**config.mk**
```make
export PLATFORM = sky130hd
export DESIGN_NAME = serial_channel
export DESIGN_NICKNAME = d
export VERILOG_FILES = /design/src/core/serial_pkg.sv /design/src/core/serial_shift_engine.sv /design/src/core/serial_channel.sv
export SDC_FILE = /design/constraint.sdc
export NUM_CORES = 1
export LEC_CHECK = 0
export BUFFER_PORTS_ARGS = -buffer_cell sky130_fd_sc_hd__buf_2
export CAP_MARGIN = 40
export CELL_PAD_IN_SITES_DETAIL_PLACEMENT = 1
export CELL_PAD_IN_SITES_GLOBAL_PLACEMENT = 2
export CORE_MARGIN = 5
export CORE_UTILIZATION = 39
export CTS_CLUSTER_DIAMETER = 150
export DETAILED_ROUTE_END_ITERATION = 7
export GPL_TIMING_DRIVEN = 0
export PLACE_DENSITY = 0.83
export SLEW_MARGIN = 20
export SYNTH_ARGS = -nofsm -noshare
export SYNTH_HDL_FRONTEND = slang
export SYNTH_SLANG_ARGS = --single-unit
```
**constraint.sdc**
```tcl
create_clock -name pclk -period 5.6 [get_ports pclk]
set_clock_uncertainty 0.05 [all_clocks]
set_input_delay 0.84 -clock pclk [delete_from_list [all_inputs] [get_ports pclk]]
set_output_delay 0.84 -clock pclk [all_outputs]
set_load 0.05 [all_outputs]
```
**src/core/serial_pkg.sv**
```systemverilog
// Constants, register map and carrier types of the clocked serial channel
//
// Functional notes
// RL1 - Slave duplex setup: clocking register gets 07h
// RL2 - Length register written zero for eight bits
// RL3 - Single duplex enable: primary control gets E1h
// RL4 - Slave: transmit write sets active, awaits clock
// RL5 - Slave duplex shifts out and samples on clock
// RL6 - Single: stop after length, end event, clear
// RL7 - Slave duplex: read word, write next word
// RL8 - End session by clearing clock, transmit, receive
// RL9 - Continuous master transmit enable value is C3h
// RL10 - Continuous master duplex enable value is E3h
// RL11 - Master setup: clocking register written zero
// RL12 - Master: transmit write starts clocking at once
// RL13 - Continuous: event when word enters shifter
// RL14 - Continuous master: buffered word follows directly
// RL15 - Continuous master: no word, stop, clear active
// RL16 - Continuous transmit-only never raises reception end
// RL17 - Continuous duplex: every word raises reception end
// RL18 - Receive error raises error event; software reads
// RL19 - Software clears overrun flag by writing zero
// RL20 - Order zero MSB first; type 1 is 00
// RL21 - Clock select 111 external, 000 divided clock
// RL22 - Length field zero selects eight bits
// RL23 - Receive-only: dummy receive read starts reception; the code starts it only with the continue bit set
// RL24 - Continue bit: receive read starts next word
// RL25 - Unread word overwritten sets overrun flag
// RL26 - Software checks active flag before disabling
package serial_pkg;

	// Register byte addresses on the APB side
	localparam logic [7:0] CTL_PRIMARY_ADDR  = 8'h00;
	localparam logic [7:0] CTL_CLOCKING_ADDR = 8'h04;
	localparam logic [7:0] CTL_LENGTH_ADDR   = 8'h08;
	localparam logic [7:0] STATUS_ADDR       = 8'h0c;
	localparam logic [7:0] TX_DATA_ADDR      = 8'h10;
	localparam logic [7:0] RX_DATA_ADDR      = 8'h14;

	// Reset values
	localparam logic [7:0] CTL_PRIMARY_RST  = 8'h01;
	localparam logic [7:0] CTL_CLOCKING_RST = 8'h00;
	localparam logic [3:0] CTL_LENGTH_RST   = 4'h0;

	// Field positions
	localparam int STATUS_ACTIVE_BIT  = 7;
	localparam int STATUS_OVERRUN_BIT = 0;

	// Clock source encodings
	localparam logic [2:0] CKS_EXTERNAL = 3'h7;
	localparam logic [2:0] CKS_DIV4     = 3'h0;

	// Word length: field zero means eight, 1..7 add, 8..15 give sixteen
	localparam logic [4:0] BITS_DEFAULT = 5'h08;
	localparam logic [4:0] BITS_MAX     = 5'h10;
	localparam int         DATA_W       = 16;

	// Master serial clock is the system clock divided by four
	localparam int MASTER_DIV   = 4;
	localparam int HALF_PERIOD  = MASTER_DIV / 2;

	typedef struct packed {
		logic       channel_clock_enable;
		logic       transmit_enable_bit;
		logic       receive_enable_bit;
		logic       bit_order_select;
		logic [1:0] unused;
		logic       continuous_mode;
		logic       serial_continue_enable;
	} ctl_primary_t;

	typedef struct packed {
		logic [2:0] unused;
		logic       clock_polarity_select;
		logic       data_phase_select;
		logic [2:0] clock_source_select;
	} ctl_clocking_t;

	typedef struct packed {
		logic reception_end_event;
		logic transmit_enable_event;
		logic reception_error_event;
	} serial_events_t;

endpackage

```
**src/core/serial_shift_engine.sv**
```systemverilog
// Bit shifter and bit counter of one serial word
`timescale 1ns/1ns
module serial_shift_engine
	import serial_pkg::*;
#(
	parameter int W = DATA_W
)
(
	input  wire logic         pclk,
	input  wire logic         presetn,
	input  wire logic         abort,
	input  wire logic         load,
	input  wire logic [W-1:0] load_data,
	input  wire logic [4:0]   nbits,
	input  wire logic         dir,
	input  wire logic         dap,
	input  wire logic         lead,
	input  wire logic         trail,
	input  wire logic         si,
	output logic              so,
	output logic [W-1:0]      rx_word,
	output logic              done,
	output logic              busy
);

	localparam int LW = $clog2(W);

	if (W != int'(BITS_MAX))
		$error("serial_shift_engine: W must equal the longest word");

	logic [W-1:0] tx_r;
	logic [W-1:0] rx_r;
	logic [W-1:0] rx_nxt;
	logic [4:0]   cnt_r;
	logic         in_edge;
	logic         last;

	function automatic logic bit_at(input logic [W-1:0] w,
		input logic [4:0] k, input logic [4:0] n, input logic d);
		logic [4:0] idx;
		idx = d ? k : 5'(n - 5'h01 - k);
		return w[idx[LW-1:0]];
	endfunction

	// Phase zero samples on the trailing edge, phase one on the leading
	assign in_edge = dap ? lead : trail;
	assign last    = busy && trail && (cnt_r == 5'(nbits - 5'h01));
	assign rx_nxt  = dir ? {si, rx_r[W-1:1]} : {rx_r[W-2:0], si};

	// RL6 stop after length
	always_ff @(posedge pclk or negedge presetn)
	begin
		if (!presetn)
			busy <= 1'b0;
		else if (abort)
			busy <= 1'b0;
		else if (load)
			busy <= 1'b1;
		else if (last)
			busy <= 1'b0;
	end

	always_ff @(posedge pclk or negedge presetn)
	begin
		if (!presetn)
			cnt_r <= 5'h00;
		else if (load)
			cnt_r <= 5'h00;
		else if (busy && trail)
			cnt_r <= 5'(cnt_r + 5'h01);
	end

	always_ff @(posedge pclk or negedge presetn)
	begin
		if (!presetn)
			tx_r <= '0;
		else if (load)
			tx_r <= load_data;
	end

	// RL5 shift out on clock
	always_ff @(posedge pclk or negedge presetn)
	begin
		if (!presetn)
			so <= 1'b1;
		else if (load && dap)
			so <= bit_at(load_data, 5'h00, nbits, dir);
		else if (busy && lead && !dap)
			so <= bit_at(tx_r, cnt_r, nbits, dir);
		else if (busy && trail && dap && !last)
			so <= bit_at(tx_r, 5'(cnt_r + 5'h01), nbits, dir);
	end

	// RL5 sample on clock
	always_ff @(posedge pclk or negedge presetn)
	begin
		if (!presetn)
			rx_r <= '0;
		else if (busy && in_edge)
			rx_r <= rx_nxt;
	end

	// RL20 bit order alignment
	always_ff @(posedge pclk or negedge presetn)
	begin
		if (!presetn)
			rx_word <= '0;
		else if (last && dir)
			rx_word <= (dap ? rx_r : rx_nxt) >> (5'(W) - nbits);
		else if (last)
			rx_word <= (dap ? rx_r : rx_nxt)
				& ({W{1'b1}} >> (5'(W) - nbits));
	end

	always_ff @(posedge pclk or negedge presetn)
	begin
		if (!presetn)
			done <= 1'b0;
		else
			done <= last && !abort;
	end

endmodule

```
**src/core/serial_channel.sv**
```systemverilog
// Clocked serial channel with APB register slave
`timescale 1ns/1ns
module serial_channel
	import serial_pkg::*;
#(
	parameter int W = DATA_W
)
(
	input  wire logic         pclk,
	input  wire logic         presetn,
	input  wire logic         psel,
	input  wire logic         penable,
	input  wire logic         pwrite,
	input  wire logic [7:0]   paddr,
	input  wire logic [31:0]  pwdata,
	output logic [31:0]       prdata,
	output logic              pready,
	output logic              pslverr,
	input  wire logic         serial_clock_pin_i,
	output logic              serial_clock_pin_o,
	output logic              serial_clock_pin_oe_n,
	output logic              serial_out_pin,
	input  wire logic         serial_in_pin,
	output serial_events_t    events,
	output logic              transfer_active_flag
);

	if (W != int'(BITS_MAX))
		$error("serial_channel: W must equal the longest word");

	ctl_primary_t  ctl0_r;
	ctl_clocking_t ctl1_r;
	logic [3:0]    ctl2_r;
	logic [W-1:0]  tx_buf_r;
	logic          tx_full_r;
	logic [W-1:0]  rx_reg_r;
	logic          rx_unread_r;
	logic          overrun_error_flag;
	logic          rx_go_r;
	logic [31:0]   rd_nxt;
	logic          mapped;
	logic          acc;
	logic          wr;
	logic          rd_rx;
	logic          master;
	logic          idle_lvl;
	logic          sck_q_r;
	logic [1:0]    div_r;
	logic          lead;
	logic          trail;
	logic          load;
	logic          done;
	logic          busy;
	logic [W-1:0]  rx_word;
	logic [4:0]    nbits;
	logic          pwr;
	logic          cont;

	//////////////////////////////////////////////////////////////////////
	// APB slave: zero wait states, read data latched in the setup cycle

	assign acc    = psel && penable;
	assign wr     = acc && pwrite && mapped;
	assign rd_rx  = acc && !pwrite && (paddr == RX_DATA_ADDR);
	assign pready = acc;

	always_comb
	begin
		mapped = 1'b1;
		rd_nxt = 32'h0000_0000;
		unique case (paddr)
			CTL_PRIMARY_ADDR:  rd_nxt[7:0] = ctl0_r;
			CTL_CLOCKING_ADDR: rd_nxt[7:0] = ctl1_r;
			CTL_LENGTH_ADDR:   rd_nxt[3:0] = ctl2_r;
			STATUS_ADDR:
			begin
				rd_nxt[STATUS_ACTIVE_BIT]  = transfer_active_flag;
				rd_nxt[STATUS_OVERRUN_BIT] = overrun_error_flag;
			end
			TX_DATA_ADDR:      rd_nxt[W-1:0] = tx_buf_r;
			RX_DATA_ADDR:      rd_nxt[W-1:0] = rx_reg_r;
			default:           mapped = 1'b0;
		endcase
	end

	always_ff @(posedge pclk or negedge presetn)
	begin
		if (!presetn)
		begin
			prdata  <= 32'h0000_0000;
			pslverr <= 1'b0;
		end
		else if (psel && !penable)
		begin
			prdata  <= pwrite ? 32'h0000_0000 : rd_nxt;
			pslverr <= !mapped;
		end
	end

	always_ff @(posedge pclk or negedge presetn)
	begin
		if (!presetn)
		begin
			ctl0_r <= CTL_PRIMARY_RST;
			ctl1_r <= CTL_CLOCKING_RST;
			ctl2_r <= CTL_LENGTH_RST;
		end
		else if (wr)
		begin
			if (paddr == CTL_PRIMARY_ADDR)
				ctl0_r <= pwdata[7:0];
			if (paddr == CTL_CLOCKING_ADDR)
				ctl1_r <= pwdata[7:0];
			if (paddr == CTL_LENGTH_ADDR)
				ctl2_r <= pwdata[3:0];
		end
	end

	//////////////////////////////////////////////////////////////////////
	// Mode decode

	assign pwr  = ctl0_r.channel_clock_enable;
	assign cont = ctl0_r.continuous_mode;

	// RL21 clock source select
	assign master = ctl1_r.clock_source_select != CKS_EXTERNAL;
	// RL20 polarity zero idles high
	assign idle_lvl = !ctl1_r.clock_polarity_select;

	// RL22 length field decode
	always_comb
	begin
		if (ctl2_r == 4'h0)
			nbits = BITS_DEFAULT;
		else if (ctl2_r[3])
			nbits = BITS_MAX;
		else
			nbits = 5'(BITS_DEFAULT + {1'b0, ctl2_r});
	end

	//////////////////////////////////////////////////////////////////////
	// Transmit buffer and start of a word

	// RL12 write starts transfer
	assign load = pwr && !busy
		&& (ctl0_r.transmit_enable_bit ? tx_full_r : rx_go_r);

	// RL4 write sets active
	assign transfer_active_flag = busy || tx_full_r || rx_go_r;

	// Single mode refuses a word while one is shifting
	always_ff @(posedge pclk or negedge presetn)
	begin
		if (!presetn)
			tx_buf_r <= '0;
		else if (wr && paddr == TX_DATA_ADDR && (cont || !busy))
			tx_buf_r <= pwdata[W-1:0];
	end

	// RL14 buffered word follows
	always_ff @(posedge pclk or negedge presetn)
	begin
		if (!presetn)
			tx_full_r <= 1'b0;
		else if (!pwr || !ctl0_r.transmit_enable_bit)
			tx_full_r <= 1'b0;
		else if (wr && paddr == TX_DATA_ADDR && (cont || !busy))
			tx_full_r <= 1'b1;
		else if (load)
			tx_full_r <= 1'b0;
	end

	// RL23 dummy read arms
	// RL24 continue bit restarts
	always_ff @(posedge pclk or negedge presetn)
	begin
		if (!presetn)
			rx_go_r <= 1'b0;
		else if (!pwr || ctl0_r.transmit_enable_bit
				|| !ctl0_r.receive_enable_bit)
			rx_go_r <= 1'b0;
		else if (load)
			rx_go_r <= 1'b0;
		else if (ctl0_r.serial_continue_enable
				&& ((rd_rx && !busy) || (done && cont)))
			rx_go_r <= 1'b1;
	end

	//////////////////////////////////////////////////////////////////////
	// Serial clock: divided in master role, followed in slave role

	// RL15 clock stops when idle
	always_ff @(posedge pclk or negedge presetn)
	begin
		if (!presetn)
			div_r <= 2'h0;
		else if (!busy || !master)
			div_r <= 2'h0;
		else if (div_r == 2'(HALF_PERIOD - 1))
			div_r <= 2'h0;
		else
			div_r <= 2'(div_r + 2'h1);
	end

	// Master drives the clock out; slave keeps a sampled copy
	always_ff @(posedge pclk or negedge presetn)
	begin
		if (!presetn)
			sck_q_r <= 1'b1;
		else if (!master)
			sck_q_r <= serial_clock_pin_i;
		else if (!busy)
			sck_q_r <= idle_lvl;
		else if (div_r == 2'(HALF_PERIOD - 1))
			sck_q_r <= !sck_q_r;
	end

	// RL4 slave waits for clock
	always_comb
	begin
		if (master)
		begin
			lead  = busy && div_r == 2'(HALF_PERIOD - 1)
				&& sck_q_r == idle_lvl;
			trail = busy && div_r == 2'(HALF_PERIOD - 1)
				&& sck_q_r != idle_lvl;
		end
		else
		begin
			lead  = sck_q_r == idle_lvl && serial_clock_pin_i != idle_lvl;
			trail = sck_q_r != idle_lvl && serial_clock_pin_i == idle_lvl;
		end
	end

	assign serial_clock_pin_o    = master ? sck_q_r : idle_lvl;
	// RL12 master drives clock
	assign serial_clock_pin_oe_n = !(master && pwr);

	serial_shift_engine #(
		.W (W)
	) serial_shift_engine_inst (
		.pclk      (pclk),
		.presetn   (presetn),
		.abort     (!pwr),
		.load      (load),
		.load_data (ctl0_r.transmit_enable_bit ? tx_buf_r : '0),
		.nbits     (nbits),
		.dir       (ctl0_r.bit_order_select),
		.dap       (ctl1_r.data_phase_select),
		.lead      (lead),
		.trail     (trail),
		.si        (serial_in_pin),
		.so        (serial_out_pin),
		.rx_word   (rx_word),
		.done      (done),
		.busy      (busy)
	);

	//////////////////////////////////////////////////////////////////////
	// Receive register, overrun and events

	// RL17 word readable at end
	always_ff @(posedge pclk or negedge presetn)
	begin
		if (!presetn)
			rx_reg_r <= '0;
		else if (done && ctl0_r.receive_enable_bit)
			rx_reg_r <= rx_word;
	end

	// New word wins over a read in the same cycle
	always_ff @(posedge pclk or negedge presetn)
	begin
		if (!presetn)
			rx_unread_r <= 1'b0;
		else if (done && ctl0_r.receive_enable_bit)
			rx_unread_r <= 1'b1;
		else if (rd_rx)
			rx_unread_r <= 1'b0;
	end

	// RL25 overrun sets flag
	always_ff @(posedge pclk or negedge presetn)
	begin
		if (!presetn)
			overrun_error_flag <= 1'b0;
		else if (done && ctl0_r.receive_enable_bit && rx_unread_r)
			overrun_error_flag <= 1'b1;
		else if (wr && paddr == STATUS_ADDR
				&& !pwdata[STATUS_OVERRUN_BIT])
			overrun_error_flag <= 1'b0;
	end

	always_ff @(posedge pclk or negedge presetn)
	begin
		if (!presetn)
			events <= '0;
		else
		begin
			// RL6 end event
			// RL16 none in continuous transmit-only
			events.reception_end_event <= done
				&& (!cont || ctl0_r.receive_enable_bit);
			// RL13 word entered shifter
			events.transmit_enable_event <= load && cont
				&& ctl0_r.transmit_enable_bit;
			// RL18 error event
			events.reception_error_event <= done
				&& ctl0_r.receive_enable_bit && rx_unread_r;
		end
	end

endmodule

```
==> flow_metrics.py, run 1 <==
metrics = {
    "run_status": {
        "outcome": "finished, final reports clean",
    },
    "synth": {
        "netlist_top_cells_count": "132 x dfrtp_1, 95 x mux2_2, 65 x mux2i_1",
        "synth_edf_count": 0,
        "yosysUniqueCellTypes": 64,
        "synth_fa_ha_area_share_pct": 2.39,
        "syn_area_per_cell_um2": 10.7,
        "synth_cells": 743,
        "synth_top_family_by_area": "multiplexers",
        "synth-compound-area-share_pct": 12.2,
        "synthMuxAreaShare_pct": 25.6,
        "synth_flop_cell": "dfrtp_1",
        "yosys.area_share.simple_pct": 11.1,
        "yosysWarnings": 0,
        "synth_area_um2": 7960,
        "synth-xor-area-share_pct": 1.63,
        "synth_top_area_share_pct": 41.5,
        "yosysSeqAreaShare_pct": 42.5,
        "synth_most_common_cell": "dfrtp_1",
        "yosysTopAreaCell": "dfrtp_1",
        "synthArstFlopShare_pct": 100,
        "synth.area.top_cells": "dfrtp_1 41%, mux2_2 13%, mux2i_1 8.2%, mux4_2 4.0%, nand2_1 2.6%",
        "yosys_register_bits": 135,
    },
    "grt": {
        "grt_pass1_vias": 6841,
        "use_met1_pct": 29.8,
        "antenna_found_initial": 0,
        "top_usage_layer": "met2",
        "grt_pass1_wl_um": 39800,
        "grt_max_degree": 100,
        "grtUsageTotal_pct": 21.5,
        "gr-total-overflow": 0,
        "gr-usage-met3_pct": 3.90,
        "use_met2_pct": 35.6,
    },
    "pwr": {
        "p_leak_nw": 4.41,
        "vdd_drop_max_mv": 0.182,
        "power-per-cell-area_nw_per_um2": 248,
    },
    "floorplanning": {
        "coreArea_um2": 20200,
        "rows": 52,
        "start_util_pct": 39.5,
        "die_height_um": 153,
        "ioPinCount": 88,
        "die_width_um": 153,
        "die_area_um2": 23400,
    },
    "worst_setup_path": {
        "critPathRequiredTime_ns": 5.88,
        "critPathArrivalTime_ns": 5.16,
        "crit_type": "reg2reg",
        "path_max_fanout": 10,
        "start_kind": "flip-flop",
        "end_kind": "flip-flop",
    },
    "detailed_routing": {
        "antenna_left": 0,
        "first_pass_iters": 4,
        "drc": 0,
        "routed_wl_um": 25100,
        "wl_per_cell_um": 22.4,
        "drtIter0Drc": 328,
        "via_per_inst": 5.65,
        "vias": 6317,
    },
    "clocking": {
        "numClockSinks": 135,
        "ctsLongestPathBuffers": 2,
        "cts_root_buf": "clkbuf_16",
        "cts_buffers": 17,
        "cts.clk_slew.worst_paths_ns": 0.06,
        "cts_setup_buffers": 0,
        "h-tree-depth": 4,
        "cts_hold_buf": 0,
        "cts_tree": "done",
        "insertion_delay_ns": 0.42,
        "ctsResizeCount": 0,
    },
    "sta": {
        "fin_crit_sh_pct": 87.1,
        "setup-tns-final_ns": 0,
        "drv_slew": 0,
        "setup_viol": 0,
        "slew_headroom_pct": 44.9,
        "fmax_ghz": 0.205,
        "fin_hold_ws_ns": 0.240,
        "finalHoldViolCount": 0,
        "rsz0062_at_grt": "no",
        "tightest_slew_ns": 0.818,
        "fin_crit_ns": 4.88,
    },
    "job": {
        "max_cap_viol_count": 0,
    },
    "final_layout": {
        "drive_above_1_share_pct": 27.2,
        "nNetsFinal": 896,
        "diodes": 0,
        "syn_to_final_growth_pct": 16.7,
    },
    "placement": {
        "dp_hpwl_um": 18800,
        "place.gp.congestion": 0.903,
        "portBuffers": 53,
    },
    "worst_hold_path": {
        "hold_path_class": "in2async",
    },
}
## kinds of logic after synthesis
family / after synthesis
compound gates: 148
xor+xnor: 14
fa+ha+maj: 14
buf+inv: 77
flops: 135
mux: 174
other cells: 1
simple gates: 180
## final timing paths
path | start | end | cells past startpoint | slack (ns)
hold / removal | presetn | serial_shift_engine_inst.rx_r[1] | 1 | 0.24
hold reg to reg | div_r[0] | div_r[0] | 1 | 0.40
min in group pclk | div_r[0] | div_r[0] | 1 | 0.40
setup / recovery | ctl2_r[3] | serial_shift_engine_inst.so | 15 | 0.72
setup reg to reg | ctl2_r[3] | serial_shift_engine_inst.so | 15 | 0.72
max in group asynchronous | presetn | serial_shift_engine_inst.so | 2 | 4.44
## per-layer routing
metal,vias to the layer above,share of wire [%]
met5,-,0
met4,0,1.4
met3,23,3.4
met2,105,48
met1,3322,47
li1,2867,-
## through the flow
step                utilization, %  power (mW)  instances  worst slack, ns  cell area [um^2]
finish                        46.1        2.31       1118            0.723              9300
floorplan                        -        1.10        758             1.57              8020
CTS                           46.1        2.33       1117            0.665              9290
detailed placement            43.1        1.17       1085            0.668              8690
global placement              42.8        1.16       1081            0.357              8620
global route                  46.1        2.39       1118            0.373              9300
## state kept, by name, indices dropped and copies added, names as in the netlist, 2 cells and up
register / cells
prdata: 16
rx_reg_r: 16
serial_shift_engine_inst.rx_r: 16
serial_shift_engine_inst.rx_word: 16
serial_shift_engine_inst.tx_r: 16
tx_buf_r: 16
ctl1_r: 8
ctl0_r: 6
serial_shift_engine_inst.cnt_r: 5
ctl2_r: 4
events: 3
div_r: 2
## critical path, stage by stage, from the launching register on
cell and delay [ns]:
dfrtp_1 0.34, buf_2 0.23, nand2b_1 0.13, clkbuf_1 0.33, buf_2 0.39, buf_2 0.35
ha_1 0.37, inv_2 0.23, buf_1 0.41, fa_1 0.49, mux2i_1 0.43, mux4_2 0.41
mux2i_1 0.18, mux2i_1 0.14, a21boi_0 0.20, a31oi_1 0.10
## final cells by class
type | count | area (um^2)
plain buffers | 63 | 310
well taps | 270 | 338
repair buffers | 58 | 334
fillers | 2266 | 10900
inverters | 14 | 52.6
clock inverters | 13 | 171
clock buffers | 19 | 433
flip-flops and latches | 135 | 3380
multi-input cells | 546 | 4280
## report_power, final
group / leakage (nW) / internal [mW] / switching (mW)
clock: 0.282 / 0.706 / 0.453
sequential: 1.86 / 0.981 / 0.00578
combinational: 2.28 / 0.0511 / 0.112
total: 4.41 / 1.74 / 0.571
## cells in the final DEF (no fill, tap or decap), types with 5 or more instances in the layout
cell / Yosys / routed
a22oi_1: 5 / 5
a21oi_1: 30 / 30
nand2b_1: 15 / 15
mux2i_1: 65 / 65
mux4_2: 14 / 14
mux2_2: 95 / 95
xnor2_1: 8 / 8
and3_1: 9 / 9
buf_4: 16 / 17
o22ai_1: 6 / 6
xor2_1: 5 / 5
inv_1: 11 / 11
a31oi_1: 10 / 10
and2_1: 5 / 5
nand4_1: 5 / 5
a22o_1: 21 / 21
o21a_1: 5 / 5
o21ai_0: 38 / 38
nand2_1: 55 / 55
clkbuf_16: 0 / 17
nor3_1: 6 / 6
conb_1: 1 / 16
dfrtp_1: 132 / 132
ha_1: 12 / 12
nor2_1: 43 / 43
nand3_1: 13 / 13
nand3b_1: 5 / 5
clkbuf_1: 34 / 36
buf_2: 11 / 63
(Power assumes the default switching activity.)
==> run 2: changes to the inputs <==
--- a/config.mk
+++ b/config.mk
@@ -10,12 +10,12 @@
 export CELL_PAD_IN_SITES_DETAIL_PLACEMENT = 1
 export CELL_PAD_IN_SITES_GLOBAL_PLACEMENT = 2
 export CORE_MARGIN = 5
-export CORE_UTILIZATION = 39
+export CORE_UTILIZATION = 40
+export CTS_BUF_LIST = sky130_fd_sc_hd__clkbuf_4
 export CTS_CLUSTER_DIAMETER = 150
 export DETAILED_ROUTE_END_ITERATION = 7
 export GPL_TIMING_DRIVEN = 0
-export PLACE_DENSITY = 0.83
-export SLEW_MARGIN = 20
+export PLACE_DENSITY = 0.84
 export SYNTH_ARGS = -nofsm -noshare
 export SYNTH_HDL_FRONTEND = slang
 export SYNTH_SLANG_ARGS = --single-unit
==> constraint.sdc (replaced) <==
create_clock -name pclk -period 5.6 [get_ports pclk]
set_clock_uncertainty 0.05 [all_clocks]
set_input_delay 1.12 -clock pclk [delete_from_list [all_inputs] [get_ports pclk]]
set_output_delay 1.12 -clock pclk [all_outputs]
set_load 0.05 [all_outputs]
==> run 2 against run 1 <==
Total power decreased by 22%. Largest cell class unchanged. Maximum frequency increased by 1.5%. Critical endpoint unchanged. Wire length decreased by 1.1%. Clock power decreased by 44%. Hold slack improved by 0.16 ns. Sequential share of layout area increased by 1.4 points. Combinational power about the same.
==> flow_metrics.py, run 2 (synthesis results as in run 1) <==
metrics = {
    "floorplanning": {
        "rows": 51,
        "die_width_um": 151,
        "ioPinCount": 88,
        "start_util_pct": 40.8,
        "coreArea_um2": 19500,
        "die_area_um2": 22800,
        "die_height_um": 151,
    },
    "sta": {
        "rsz0062_at_grt": "no",
        "tightest_slew_ns": 0.897,
        "fmax_ghz": 0.208,
        "drv_slew": 0,
        "fin_crit_sh_pct": 85.8,
        "slew_headroom_pct": 40.1,
        "setup-tns-final_ns": 0,
        "finalHoldViolCount": 0,
        "fin_crit_ns": 4.81,
        "setup_viol": 0,
        "worst_slack_ns": 0.793,
    },
    "run_status": {
        "outcome": "finished, final reports clean",
    },
    "worst_setup_path": {
        "end_kind": "flip-flop",
        "path_max_fanout": 10,
        "r2r-start": "ctl2_r[3]",
        "cp-startpoint": "ctl2_r[3]",
        "start_kind": "flip-flop",
        "crit_type": "reg2reg",
        "ff2ff_path_depth": 16,
        "critPathArrivalTime_ns": 5.23,
        "critPathRequiredTime_ns": 6.03,
    },
    "detailed_routing": {
        "vias": 6307,
        "wl_met1_um": 11100,
        "first_pass_iters": 5,
        "drtIter0Drc": 314,
        "antenna_left": 0,
        "via_per_inst": 5.66,
        "met2_length_um": 12400,
        "wl_per_cell_um": 22.3,
        "dr_wl_met3_um": 1140,
        "drc": 0,
        "routed_wl_um": 24800,
        "top_signal_layer_used": "met4",
    },
    "placement": {
        "place.gp.congestion": 0.910,
        "dp_cells": 1080,
        "place_ws_ns": 0.813,
        "portBuffers": 53,
        "dp_hpwl_um": 19000,
    },
    "clocking": {
        "cts_root_buf": "clkbuf_4",
        "ctsLongestPathBuffers": 2,
        "numClockSinks": 135,
        "cts_tree": "done",
        "insertion_delay_ns": 0.56,
        "ctsResizeCount": 0,
        "cts.clk_slew.worst_paths_ns": 0.13,
        "cts_setup_buffers": 0,
        "cts_buffers": 17,
        "cts_hold_buf": 0,
        "h-tree-depth": 4,
    },
    "worst_hold_path": {
        "whs_path_depth": 1,
        "hold_path_class": "reg2reg",
        "holdCritStartpoint": "div_r[0]",
    },
    "pwr": {
        "p_leak_nw": 4.27,
        "vdd_drop_max_mv": 0.0899,
        "power-per-cell-area_nw_per_um2": 201,
        "total_power_mw": 1.80,
    },
    "grt": {
        "gr-total-overflow": 0,
        "grtUsageTotal_pct": 22.7,
        "grt_max_degree": 81,
        "antenna_found_initial": 3,
        "grt_pass1_wl_um": 39400,
        "grt_pass1_vias": 6828,
    },
    "final_layout": {
        "most-common-layout-cells": "132 x dfrtp_1, 95 x mux2_2, 65 x mux2i_1, 64 x buf_2, 55 x nand2_1",
        "drive_above_1_share_pct": 27.3,
        "fin_cells": 1114,
        "layout_commonest_cell": "dfrtp_1",
        "final_util_pct": 45.9,
        "syn_to_final_growth_pct": 12.4,
        "nNetsFinal": 895,
    },
    "job": {
        "max_cap_viol_count": 0,
    },
}
-- run 2: per-stage QoR --
step                      hold WS (ns)  cell area, um^2
after floorplan                  0.367             8020
after global placement           0.377             8620
after detailed placement         0.385             8680
after CTS                        0.404             8950
after global routing             0.423             8950
final                            0.400             8950
-- run 2: path summary, 6_finish.rpt --
kind / to / slack, ns
max in group asynchronous: serial_shift_engine_inst.so / 4.23
worst min register to register: div_r[0] / 0.40
worst max register to register: serial_shift_engine_inst.so / 0.79
min in group asynchronous: cont / 0.44
worst max-delay path: serial_shift_engine_inst.so / 0.79
worst min-delay path: div_r[0] / 0.40
-- run 2: worst max-delay path: stages (launching register included) --
cell and delay [ns]:
dfrtp_1 0.36, buf_2 0.23, nand2b_1 0.14, clkbuf_1 0.27, buf_2 0.37, buf_2 0.36, ha_1 0.29, inv_2 0.16
buf_1 0.28, fa_1 0.51, xnor2_1 0.38, mux2_2 0.33, mux4_2 0.54, mux2i_1 0.15, mux2i_1 0.12, nand2b_1 0.09
a31oi_1 0.08
-- run 2: final cells by class --
| type | instances | area, um^2 |
|---|---|---|
| fill | 2208 | 10600 |
| sequential | 135 | 3380 |
| clock buffer | 17 | 128 |
| multi-input combinational | 546 | 4280 |
| tap | 265 | 332 |
| timing repair buffer | 57 | 327 |
| inverter | 14 | 52.6 |
| buffer | 63 | 310 |
| clock inverter | 15 | 143 |
| antenna | 2 | 5.00 |
-- run 2: metal layers --
| metal | track usage (%) | vias to the layer above |
|---|---|---|
| li1 | - | 2885 |
| met1 | 30.8 | 3266 |
| met2 | 38.6 | 139 |
| met3 | 4.28 | 17 |
| met4 | 4.03 | 0 |
| met5 | 0 | - |
-- run 2: power breakdown --
group          leakage [nW]  switching [mW]  total [mW]  internal, mW
Combinational          2.27           0.110       0.161        0.0508
Sequential             1.86         0.00607       0.986         0.980
Clock                 0.141           0.425       0.654         0.228
==> run 3: changes to the inputs <==
--- a/config.mk
+++ b/config.mk
@@ -16,6 +16,7 @@
 export DETAILED_ROUTE_END_ITERATION = 7
 export GPL_TIMING_DRIVEN = 0
 export PLACE_DENSITY = 0.84
+export SKIP_LAST_GASP = 1
 export SYNTH_ARGS = -nofsm -noshare
 export SYNTH_HDL_FRONTEND = slang
 export SYNTH_SLANG_ARGS = --single-unit
==> constraint.sdc (replaced) <==
create_clock -name pclk -period 4.6 [get_ports pclk]
set_clock_uncertainty 0.05 [all_clocks]
set_input_delay 0.92 -clock pclk [delete_from_list [all_inputs] [get_ports pclk]]
set_output_delay 0.92 -clock pclk [all_outputs]
set_load 0.05 [all_outputs]
==> run 3 against run 2 <==
Cell count decreased by 0.18%. Total power increased by 22%. Clock-buffer cell count unchanged. Worst setup slack got worse by 0.50 ns. Hold slack got worse by 0.15 ns. Non-clock buffer count decreased by 2. Core utilization about the same. Global-route usage about the same. Wire length about the same. Critical endpoint is now serial_shift_engine_inst.rx_word[2]. Largest power group unchanged.
==> flow_metrics.py, run 3 (synthesis results as in run 1) <==
metrics = {
    "clocking": {
        "cts_root_buf": "clkbuf_4",
        "cts_tree": "done",
        "cts_setup_buffers": 0,
        "numClockSinks": 135,
        "cts_buffers": 17,
        "ctsLongestPathBuffers": 2,
        "h-tree-depth": 4,
        "cts_hold_buf": 0,
        "cts.clk_slew.worst_paths_ns": 0.14,
        "insertion_delay_ns": 0.56,
    },
    "floorplanning": {
        "die_area_um2": 22800,
        "ioPinCount": 88,
        "die_width_um": 151,
        "coreArea_um2": 19500,
        "die_height_um": 151,
        "rows": 51,
        "start_util_pct": 40.8,
    },
    "detailed_routing": {
        "wl_per_cell_um": 22.3,
        "first_pass_iters": 4,
        "antenna_left": 0,
        "drtIter0Drc": 371,
        "routed_wl_um": 24800,
        "vias": 6316,
        "drc": 0,
        "via_per_inst": 5.68,
    },
    "pwr": {
        "power-per-cell-area_nw_per_um2": 244,
        "p_leak_nw": 4.27,
        "vdd_drop_max_mv": 0.110,
    },
    "final_layout": {
        "syn_to_final_growth_pct": 12.5,
        "fin_cells": 1112,
        "nNetsFinal": 893,
        "layout_commonest_cell": "dfrtp_1",
        "final_util_pct": 45.9,
        "most-common-layout-cells": "132 x dfrtp_1, 95 x mux2_2, 65 x mux2i_1, 63 x buf_2, 55 x nand2_1",
        "n_fill_cell": 2206,
        "drive_above_1_share_pct": 27.7,
    },
    "grt": {
        "grt_pass1_vias": 6821,
        "grtUsageTotal_pct": 22.7,
        "gr-total-overflow": 0,
        "grt_pass1_wl_um": 39400,
        "antenna_found_initial": 3,
        "grt_max_degree": 81,
    },
    "sta": {
        "fin_hold_ws_ns": 0.250,
        "setup_viol": 0,
        "slew_headroom_pct": 40.7,
        "fin_crit_ns": 4.31,
        "fin_crit_sh_pct": 93.7,
        "fmax_ghz": 0.232,
        "worst_slack_ns": 0.290,
        "tightest_slew_ns": 0.887,
        "setup-tns-final_ns": 0,
        "rsz0062_at_grt": "no",
        "drv_slew": 0,
        "finalHoldViolCount": 0,
    },
    "placement": {
        "dp_hpwl_um": 19000,
        "portBuffers": 53,
        "place_ws_ns": -0.187,
        "dp_cells": 1080,
        "place.gp.congestion": 0.910,
    },
    "worst_setup_path": {
        "cpLargestDelayFamily": "simple AND/OR/NAND/NOR gates",
        "critPathRequiredTime_ns": 5.04,
        "cp_num_buf_inv": 5,
        "start_kind": "flip-flop",
        "end_kind": "flip-flop",
        "critPathArrivalTime_ns": 4.75,
        "cp_slowest_cell": "or4_1",
        "critPathMaxStageDelay_ns": 0.50,
        "ff2ff_setup_slack_ns": 0.29,
        "path_max_fanout": 10,
        "crit_chain": "buf_2 > nand2b_2 > buf_4 > buf_2 > ha_1 > inv_1 > ha_1 > ha_1 > and3_1 > nand3_1 > or2_0 > buf_2 > or4_1 > o2111ai_1 > o21a_1",
        "crit_type": "reg2reg",
    },
    "job": {
        "max_cap_viol_count": 0,
    },
    "run_status": {
        "outcome": "finished, final reports clean",
    },
    "worst_hold_path": {
        "hold_path_class": "in2async",
    },
}
[run 3: per-stage QoR]
step | power, mW | instance area [um^2]
after global routing | 2.29 | 8960
after CTS | 2.21 | 8960
after global placement | 1.41 | 8620
after detailed placement | 1.42 | 8680
final | 2.19 | 8960
after floorplan | 1.34 | 8020
[run 3: metal layers]
metal	track usage, %	routed length [um]	up-vias
met4	4.13	227	0
met2	38.6	12300	119
met5	0	0	-
li1	-	-	2878
met1	30.8	11300	3300
met3	4.22	1030	19
[run 3: power by group]
group	internal, mW	switching, mW	total [mW]
Clock	0.278	0.514	0.793
Sequential	1.19	0.00735	1.20
Combinational	0.0621	0.135	0.197
[run 3: layout make-up]
class                      count  area (um^2)  area share, %
antenna                        2         5.00         0.0559
buffer                        61          305           3.41
clock buffer                  17          128           1.42
clock inverter                15          143           1.59
inverter                      14         52.6          0.586
multi-input combinational    546         4290           47.8
sequential                   135         3380           37.7
tap                          265          332           3.70
timing repair buffer          57          327           3.64
[run 3: timing repair]
| action | in CTS | in global routing |
|---|---|---|
| resized for setup | 3 | 1 |
| cloned | 0 | 0 |
| pin swaps | 0 | 0 |
| endpoints found under the setup margin | 11 | 11 |
[run 3: worst reg2reg max path, cell delays in order, from the launching register on]
cell	delay, ns
dfrtp_1	0.36
buf_2	0.24
nand2b_2	0.25
buf_4	0.25
buf_2	0.33
ha_1	0.28
inv_1	0.10
ha_1	0.39
ha_1	0.43
and3_1	0.19
nand3_1	0.13
or2_0	0.23
buf_2	0.19
or4_1	0.51
o2111ai_1	0.18
o21a_1	0.18
[run 3: final timing paths]
check                           from                             endpoint  cells after the start
min in group pclk           div_r[0]                             div_r[0]                      1
max in group asynchronous    presetn          serial_shift_engine_inst.so                      2
setup / recovery           ctl2_r[3]  serial_shift_engine_inst.rx_word[2]                     15
hold reg to reg             div_r[0]                             div_r[0]                      1
setup reg to reg           ctl2_r[3]  serial_shift_engine_inst.rx_word[2]                     15
hold / removal               presetn                                 cont                      1
